File: src/hw/clock_supervisor_pkg.sv
// constants, types and behaviour summary for the clock supervisor bank
// What this block does
// - units run on the internal rc reference
// - fourteen supervisor units, each with its own window counter
// - out-of-window clock raises fault toward collector
// - detect crystal loss, rc loss, bounds, missing
// - faults withheld until software enables handling
// - unit zero meters rc against crystal
// - start bit reads one while measuring
// - start bit clears when measurement done
// - stopped crystal never finishes measurement
// - reset leaves crystal, plls off; rc clocks system
// - control bits 31:27 pick pll reference
// - pll loss of lock goes to collector
// - unit seven watches rc divided by three
package clock_supervisor_pkg;
    localparam int NUM_UNITS = 14;
    localparam int NUM_PLLS = 5;
    localparam int NUM_PINS = NUM_UNITS - 1;
    localparam int XTAL_UNIT = 0;
    localparam int DIV3_UNIT = 7;
    localparam int CNT_W = 16;
    localparam int CLK_MHZ = 25;
    localparam int WINDOW_NS = 40960;
    localparam int WINDOW_CYCLES = (WINDOW_NS * CLK_MHZ) / 1000;
    localparam int WIN_W = $clog2(WINDOW_CYCLES);
    localparam logic [WIN_W-1:0] WIN_LAST = WIN_W'(WINDOW_CYCLES - 1);
    localparam int METER_XTAL_EDGES = 256;
    localparam int XE_W = $clog2(METER_XTAL_EDGES);
    localparam logic [XE_W-1:0] XE_LAST = XE_W'(METER_XTAL_EDGES - 1);
    localparam int REF_SEL_HI = 31;
    localparam int REF_SEL_LO = 27;
    localparam logic [1:0] DIV3_LAST = 2'h2;
    localparam logic [CNT_W-1:0] CNT_ZERO = 16'h0000;
    localparam logic [CNT_W-1:0] CNT_MAX = 16'hffff;

    typedef enum logic [1:0] {
        M_IDLE = 2'b00,
        M_RUN = 2'b01
    } meter_state_e;

    typedef struct packed {
        logic [CNT_W-1:0] lo;
        logic [CNT_W-1:0] hi;
    } unit_bounds_s;

    typedef struct packed {
        logic too_high;
        logic too_low;
        logic lost;
    } unit_fault_s;

    typedef struct packed {
        unit_fault_s [NUM_UNITS-1:0] unit;
        logic [NUM_PLLS-1:0] pll_unlock;
        logic rc_lost;
    } fault_report_s;

    localparam fault_report_s FAULT_NONE = '0;
endpackage

File: src/hw/clock_check_unit.sv
// one supervisor unit: edge count per window against bounds
`timescale 1ns/10ps
module clock_check_unit
    import clock_supervisor_pkg::*;
(
    input wire logic mclk,
    input wire logic sys_rst,
    input wire logic clk_level,
    input wire logic enable,
    input wire unit_bounds_s bounds,
    output unit_fault_s fault_q,
    output logic [CNT_W-1:0] last_count_q
);
    logic prev_q;
    logic [WIN_W-1:0] win_q;
    logic [CNT_W-1:0] edges_q;
    logic rise;

    assign rise = clk_level & ~prev_q;

    always_ff @(posedge mclk or posedge sys_rst)
    begin
        if (sys_rst)
            prev_q <= 1'b0;
        else
            prev_q <= clk_level;
    end

    always_ff @(posedge mclk or posedge sys_rst)
    begin
        if (sys_rst)
            win_q <= '0;
        else if (!enable || win_q == WIN_LAST)
            win_q <= '0;
        else
            win_q <= win_q + 1'b1;
    end

    always_ff @(posedge mclk or posedge sys_rst)
    begin
        if (sys_rst)
            edges_q <= CNT_ZERO;
        else if (!enable)
            edges_q <= CNT_ZERO;
        // rise on the closing edge opens the next window
        else if (win_q == WIN_LAST)
            edges_q <= CNT_W'(rise);
        else if (rise && edges_q != CNT_MAX)
            edges_q <= edges_q + 1'b1;
    end

    always_ff @(posedge mclk or posedge sys_rst)
    begin
        if (sys_rst)
        begin
            fault_q <= '0;
            last_count_q <= CNT_ZERO;
        end
        else if (!enable)
            fault_q <= '0;
        else if (win_q == WIN_LAST)
        begin
            last_count_q <= edges_q;
            fault_q.too_high <= edges_q > bounds.hi;
            fault_q.too_low <= edges_q < bounds.lo;
            fault_q.lost <= edges_q == CNT_ZERO;
        end
    end
endmodule

File: src/hw/clock_monitor_freq_meter.sv
// clock supervisor bank, rc frequency meter and clock source defaults
`timescale 1ns/10ps
module clock_monitor_freq_meter
    import clock_supervisor_pkg::*;
(
    input wire logic mclk,
    input wire logic sys_rst,
    input wire logic [NUM_PINS-1:0] mon_clk_pins,
    input wire logic [NUM_PLLS-1:0] pll_locked,
    input wire logic [NUM_UNITS-1:0] unit_enable,
    input wire unit_bounds_s [NUM_UNITS-1:0] unit_bounds,
    input wire logic fault_handling_enable,
    input wire logic start_measure_wr,
    input wire logic xosc_enable,
    input wire logic [NUM_PLLS-1:0] pll_enable,
    input wire logic sysclk_use_pll,
    input wire logic [31:0] general_purpose_control_one,
    output fault_report_s fault_to_collector_q,
    output logic start_measure_bit_q,
    output logic [CNT_W-1:0] meter_result_q,
    output logic xosc_power_q,
    output logic [NUM_PLLS-1:0] pll_power_q,
    output logic sysclk_from_pll_q,
    output logic [REF_SEL_HI-REF_SEL_LO:0] pll_ref_sel_q,
    output logic rc_div3_clock_q
);
    logic [NUM_PINS-1:0] pin_s1_q;
    logic [NUM_PINS-1:0] pin_s2_q;
    logic [NUM_PLLS-1:0] lock_s1_q;
    logic [NUM_PLLS-1:0] lock_s2_q;
    logic [NUM_UNITS-1:0] unit_clk;
    unit_fault_s [NUM_UNITS-1:0] unit_fault;
    logic [1:0] div3_q;
    logic fault_en_q;
    meter_state_e meter_q;
    logic xtal_prev_q;
    logic meter_armed_q;
    logic [XE_W-1:0] xtal_edges_q;
    logic [CNT_W-1:0] rc_count_q;
    logic xtal_rise;
    logic meter_done;
    fault_report_s report_d;

    function automatic logic rising(input logic cur, input logic prev);
        rising = cur & ~prev;
    endfunction

    // pins pass two flip-flops first
    always_ff @(posedge mclk or posedge sys_rst)
    begin
        if (sys_rst)
        begin
            pin_s1_q <= '0;
            pin_s2_q <= '0;
            lock_s1_q <= '0;
            lock_s2_q <= '0;
        end
        else
        begin
            pin_s1_q <= mon_clk_pins;
            pin_s2_q <= pin_s1_q;
            lock_s1_q <= pll_locked;
            lock_s2_q <= lock_s1_q;
        end
    end

    always_ff @(posedge mclk or posedge sys_rst)
    begin
        if (sys_rst)
            div3_q <= 2'h0;
        else if (div3_q == DIV3_LAST)
            div3_q <= 2'h0;
        else
            div3_q <= div3_q + 2'h1;
    end

    always_ff @(posedge mclk or posedge sys_rst)
    begin
        if (sys_rst)
            rc_div3_clock_q <= 1'b0;
        else
            rc_div3_clock_q <= div3_q == 2'h0;
    end

    genvar g;
    generate
        for (g = 0; g < NUM_UNITS; g++)
        begin : g_unit
            if (g == DIV3_UNIT)
            begin : g_div3
                assign unit_clk[g] = rc_div3_clock_q;
            end
            else if (g < DIV3_UNIT)
            begin : g_lo
                assign unit_clk[g] = pin_s2_q[g];
            end
            else
            begin : g_hi
                assign unit_clk[g] = pin_s2_q[g-1];
            end
            clock_check_unit u_check (
                .mclk(mclk),
                .sys_rst(sys_rst),
                .clk_level(unit_clk[g]),
                .enable(unit_enable[g]),
                .bounds(unit_bounds[g]),
                .fault_q(unit_fault[g]),
                .last_count_q()
            );
        end
    endgenerate

    always_ff @(posedge mclk or posedge sys_rst)
    begin
        if (sys_rst)
            fault_en_q <= 1'b0;
        else
            fault_en_q <= fault_handling_enable;
    end

    always_comb
    begin
        report_d = FAULT_NONE;
        report_d.unit = unit_fault;
        report_d.pll_unlock = pll_power_q & ~lock_s2_q;
        report_d.rc_lost = unit_fault[DIV3_UNIT].lost;
    end

    always_ff @(posedge mclk or posedge sys_rst)
    begin
        if (sys_rst)
            fault_to_collector_q <= FAULT_NONE;
        else if (fault_en_q)
            fault_to_collector_q <= report_d;
        else
            fault_to_collector_q <= FAULT_NONE;
    end

    assign xtal_rise = rising(pin_s2_q[XTAL_UNIT], xtal_prev_q);
    assign meter_done = meter_q == M_RUN && meter_armed_q && xtal_rise && xtal_edges_q == XE_LAST;

    always_ff @(posedge mclk or posedge sys_rst)
    begin
        if (sys_rst)
            xtal_prev_q <= 1'b0;
        else
            xtal_prev_q <= pin_s2_q[XTAL_UNIT];
    end

    always_ff @(posedge mclk or posedge sys_rst)
    begin
        if (sys_rst)
            meter_q <= M_IDLE;
        else
        begin
            case (meter_q)
                M_IDLE:
                begin
                    if (start_measure_wr)
                        meter_q <= M_RUN;
                end
                M_RUN:
                begin
                    if (meter_done && !start_measure_wr)
                        meter_q <= M_IDLE;
                end
                default:
                    meter_q <= M_IDLE;
            endcase
        end
    end

    always_ff @(posedge mclk or posedge sys_rst)
    begin
        if (sys_rst)
            start_measure_bit_q <= 1'b0;
        else if (start_measure_wr)
            start_measure_bit_q <= 1'b1;
        else if (meter_done)
            start_measure_bit_q <= 1'b0;
    end

    always_ff @(posedge mclk or posedge sys_rst)
    begin
        if (sys_rst)
        begin
            xtal_edges_q <= '0;
            rc_count_q <= CNT_ZERO;
        end
        else if (start_measure_wr)
        begin
            xtal_edges_q <= '0;
            rc_count_q <= CNT_ZERO;
        end
        else if (meter_q == M_RUN && (meter_armed_q || xtal_rise))
        begin
            if (rc_count_q != CNT_MAX)
                rc_count_q <= rc_count_q + 1'b1;
            if (xtal_rise && meter_armed_q)
                xtal_edges_q <= xtal_edges_q + 1'b1;
        end
    end

    // first crystal rise opens the gate, whole periods only
    always_ff @(posedge mclk or posedge sys_rst)
    begin
        if (sys_rst)
            meter_armed_q <= 1'b0;
        else if (start_measure_wr || meter_done)
            meter_armed_q <= 1'b0;
        else if (meter_q == M_RUN && xtal_rise)
            meter_armed_q <= 1'b1;
    end

    always_ff @(posedge mclk or posedge sys_rst)
    begin
        if (sys_rst)
            meter_result_q <= CNT_ZERO;
        else if (start_measure_wr)
            meter_result_q <= CNT_ZERO;
        else if (meter_done)
            meter_result_q <= rc_count_q;
    end

    always_ff @(posedge mclk or posedge sys_rst)
    begin
        if (sys_rst)
        begin
            xosc_power_q <= 1'b0;
            pll_power_q <= '0;
            sysclk_from_pll_q <= 1'b0;
        end
        else
        begin
            xosc_power_q <= xosc_enable;
            pll_power_q <= pll_enable;
            sysclk_from_pll_q <= sysclk_use_pll & xosc_enable & xosc_power_q & (|(pll_enable & pll_power_q));
        end
    end

    always_ff @(posedge mclk or posedge sys_rst)
    begin
        if (sys_rst)
            pll_ref_sel_q <= '0;
        else
            pll_ref_sel_q <= general_purpose_control_one[REF_SEL_HI:REF_SEL_LO];
    end
endmodule

File: config.mk
export PLATFORM = sky130hd
export DESIGN_NAME = clock_monitor_freq_meter
export DESIGN_NICKNAME = d
export VERILOG_FILES = /design/src/hw/clock_supervisor_pkg.sv /design/src/hw/clock_check_unit.sv /design/src/hw/clock_monitor_freq_meter.sv
export SDC_FILE = /design/constraint.sdc
export NUM_CORES = 2
export LEC_CHECK = 0
export BUFFER_PORTS_ARGS = -buffer_cell sky130_fd_sc_hd__buf_2
export CAP_MARGIN = 20
export CORE_MARGIN = 2
export CORE_UTILIZATION = 25
export DETAILED_ROUTE_END_ITERATION = 6
export HOLD_SLACK_MARGIN = 0.06
export PLACE_DENSITY = 0.48
export SETUP_SLACK_MARGIN = 0.02
export SYNTH_ARGS = -nofsm -noshare
export SYNTH_HDL_FRONTEND = slang
export SYNTH_HIERARCHICAL = 1
export SYNTH_SLANG_ARGS = --single-unit
File: constraint.sdc
create_clock -name mclk -period 9.7 [get_ports mclk]
set_clock_uncertainty 0.1 [all_clocks]
set_input_delay 0.485 -clock mclk [delete_from_list [all_inputs] [get_ports mclk]]
set_output_delay 0.485 -clock mclk [all_outputs]
set_load 0.03 [all_outputs]
; Yosys cells after proc, flatten, opt, wreduce, memory -nomap -nowiden
; Index checks and enable logic that the tools add are counted.
[word_totals]
out_inout_bits = 78
inputBits = 523
word_cells = 478
regBits = 564
[op_classes]
order_cmp = 28
n_reduce_logical = 77
n_bitwise = 34
n_eq_ne = 62
add_sub_neg = 31
muxes = 101
[op_table]
columns = operator, n
row1 = $mux W16, 47
row2 = $add A16 B1 Y16 const B, 15
row3 = $ne A16 B16 Y1 const B, 15
row4 = $gt A16 B16 Y1, 14
row5 = $logic_not A16 Y1, 14
row6 = $lt A16 B16 Y1, 14
row7 = $add A10 B1 Y10 const B, 14
row8 = $eq A10 B10 Y1 const B, 14
row9 = $mux W10, 14
row10 = $mux W3, 28
row11 = $mux W48, 1
row12 = $ne A3 B1 Y1 const B, 14
row13 = $ne A2 B1 Y1 const B, 15
row14 = $mux W8, 3
row15 = $logic_and A1 B1 Y1, 21
row16 = $and A1 B1 Y1, 17
row17 = $logic_or A1 B1 Y1, 16
row18 = $logic_not A1 Y1, 15
row19 = $not A1 Y1, 14
row20 = $and A5 B5 Y5, 2
row21 = $reduce_bool A2 Y1, 5
row22 = $add A8 B1 Y8 const B, 1
row23 = $eq A8 B8 Y1 const B, 1
row24 = $mux W2, 3
row25 = 10 further kinds, 16

; Longest topological paths before layout
[logic_depth]
word_depth = 7
depth_mapped = 7

; By module
; Netlist, hierarchy kept.
[modules_own_cells]
columns = mod, instances, cells_each, seq_area_each_um2, area_each_um2
row1 = clock_check_unit (g_unit[0].u_check ...), 13, 332, 1151.1, 2971.6
row2 = clock_monitor_freq_meter, 1, 372, 3553.4, 5044.8
row3 = clock_check_unit (g_unit[4].u_check), 1, 300, 1151.1, 2971.6

; Worst setup path after synthesis
; Ideal clock, no wire load.
[synth_timing]
kind = register to register
start = register meter_armed_q
end = register meter_result_q[0]
slack_ns = 7.702
t_arrival_ns = 1.777
stages_incl_launch_ff = 8
path_cell_list = dfrtp_1 > buf_6 > nand4b_4 > or4_4 > and2_4 > buf_6 > buf_8 > a22o_1
[synth_between]
elab_chain_len = 4
[synth_lines]
columns = item, line_no
row1 = start: declaration, clock_monitor_freq_meter.sv:37  ; logic meter_armed_q;
row2 = start signal: assignment, clock_monitor_freq_meter.sv:208  ; meter_armed_q <= 1'b0;
row3 = start signal: assignment, clock_monitor_freq_meter.sv:210  ; meter_armed_q <= 1'b0;
row4 = start signal: assignment, clock_monitor_freq_meter.sv:212  ; meter_armed_q <= 1'b1;
row5 = $logic_and A1 B1 Y1 (3 in a row), clock_monitor_freq_meter.sv:140  ; assign meter_done = meter_q == M_RUN && meter_armed_q && xtal_rise && xtal_edges_q == XE_LAST;
row6 = $reduce_bool A2 Y1 (no line), -
row7 = end signal: assignment, clock_monitor_freq_meter.sv:222  ; meter_result_q <= rc_count_q;
row8 = end: declaration, clock_monitor_freq_meter.sv:20  ; output logic [CNT_W-1:0] meter_result_q,
; Every way passes these cells.
; A chain may end at the register's enable or synchronous reset.

; Worst setup path after layout
[layout_timing]
start = register meter_armed_q
end = register meter_result_q[12]
; Same word-level chain as after synthesis.

==> impl_metrics.toml <==
[cts]
cts_max_level = 3
holdBufCountCts = 45
cts_made_buffers = 75
cts_tree = "built"
cts.sinks = 562
clock_latency_ps = 670
postCtsSetupBuffers = 0
cts-root-buf = "clkbuf_16"
clk_path_buf_depth = 3
cts_resized = 0
clk_pin_slew_ps = 60

[worst_setup_path]
rr_endpoint = "meter_result_q[12]"
critPathLaunchType = "flop"
worstPathArrival_ps = 2960
critical_path_required_ps = 10180
path_class = "reg2reg"
end_kind = "flop"
reg2reg_slack_ps = 7220
critPathMaxFanout = 17
reg2regPathDepth = 4
r2r-start = "meter_armed_q"

[run_status]
outcome = "completed"

[global_routing]
grt_max_degree = 91
grt_overflow = 0
grt_pass1_wl_um = 185000
grt_pass1_vias = 31840
grt_usage_pct = 14.90
antenna_found_initial = 23

[die]
ios = 601
num_rows = 143
fp.dieH_um = 396.0
design.die.area_um2 = 156800
die_x_um = 396.0
coreArea_um2 = 152300
initial_core_util_pct = 25.23

[hold_path]
hold_start = "unit_bounds[128]"
hold_end = "g_unit[4].u_check/fault_q[2]"
hold_class = "in2reg"
whs_path_depth = 4

[routing]
drc = 0
drtAntennaViolNets = 0
routed_via_density = 4.629
dr.pass1.iters = 5
routed_wl_um = 118400
post_drt_wl_per_cell_um = 17.42
vias = 31480
drtIter0Drc = 1415

[cells_and_area]
layout-drive-gt1-share_pct = 17.88
most-common-layout-cells = "573 x buf_2, 561 x dfrtp_1, 478 x ha_1"
areaGrowthSynthToFinish_pct = 20.43
finalInstanceArea_um2 = 46260
final_nets = 5708
layout_commonest_cell = "buf_2"

[placement]
gp_congestion = 0.8368
dp.final_hpwl_um = 91690
placed_cell_area_um2 = 43220
port_buffers = 573

[pwr]
power.leakage_nw = 23.30
p_per_area_nw_per_um2 = 125.5
total_power_mw = 5.806
vdd_drop_max_uv = 101.0

[timing]
timing.final.crit_period_ps = 2476
grt_setup_unrepaired = "no"
tns_ps = 0
slew_headroom_pct = 41.15
hold_viol = 0
tightest_slew_ps = 882.8
setup_viol = 0
finalCritPeriodShare_pct = 25.52
slew_violations = 0
max_freq_mhz = 403.9

[yosys]
syn-num-nets = 5122
netlist_area_um2 = 38420
ys_warn_count = 6
syn_avg_cell_area_um2 = 9.322
syn_inst = 4121

[run]
maxCapViolations = 0
==> power by group <==
group | switching (mW) | leakage, nW | total [mW] | internal (mW)
registers | 0.0454 | 7.64 | 2.43 | 2.38
clock network | 1.17 | 1.27 | 2.89 | 1.72
logic | 0.289 | 14.4 | 0.487 | 0.198
==> state kept, by name, indices dropped and copies added, names as in the netlist <==
register	cells
meter_armed_q	1
fault_en_q	1
pin_s1_q	13
g_unit.u_check/prev_q	14
xosc_power_q	1
fault_to_collector_q	47
g_unit.u_check/win_q	140
pll_ref_sel_q	5
g_unit.u_check/edges_q	224
lock_s2_q	5
div3_q	2
pll_power_q	5
sysclk_from_pll_q	1
rc_count_q	16
pin_s2_q	13
xtal_edges_q	8
meter_q	1
g_unit.u_check/fault_q	42
start_measure_bit_q	1
meter_result_q	16
lock_s1_q	5
xtal_prev_q	1
==> worst max-delay path by stage <==
stage / cells past startpoint / startpoint / end
final: 4 / meter_armed_q / meter_result_q[12]
after global routing: 5 / sys_rst / fault_to_collector_q[6]
after CTS: 5 / sys_rst / fault_to_collector_q[7]
after detailed placement: 4 / sys_rst / div3_q[1]
after global placement: 4 / sys_rst / fault_to_collector_q[29]
after floorplan: 1 / sys_rst / div3_q[0]
==> metal layers <==
metal | track usage [%] | vias up | share of wire (%)
met5 | 0 | - | 0.014
met4 | 3.361 | 2 | 2.0
met3 | 2.832 | 147 | 4.5
met2 | 23.96 | 576 | 46
met1 | 20.58 | 15090 | 48
li1 | - | 15660 | -
==> per-stage QoR <==
step           hold WS (ps)  utilization (%)  cells  setup slack (ps)
2_1_floorplan         231.2                -   4121              5305
3_3_place_gp          232.7            28.39   6615              6999
3_5_place_dp          234.7            28.39   6615              6948
4_1_cts               138.2            30.38   6795              7134
5_1_grt               177.9            30.38   6799              6987
6_report              220.1            30.38   6800              7224
==> worst max-delay path: stages, from the launching register on <==
cell      delay, ps
dfrtp_1         560
nand4b_4        230
or4_4           580
nor2_2          660
a22o_2          250
==> area by class of cell <==
cell class,instances,area (um2)
Multi-Input combinational cell,2958,21820
Tap cell,2030,2540
Antenna cell,5,12.51
Clock buffer,104,2136
Fill cell,16030,106000
Inverter,473,1783
Sequential cell,562,14070
Clock inverter,31,440.4
Timing Repair Buffer,637,3461
(Power assumes the default switching activity.)
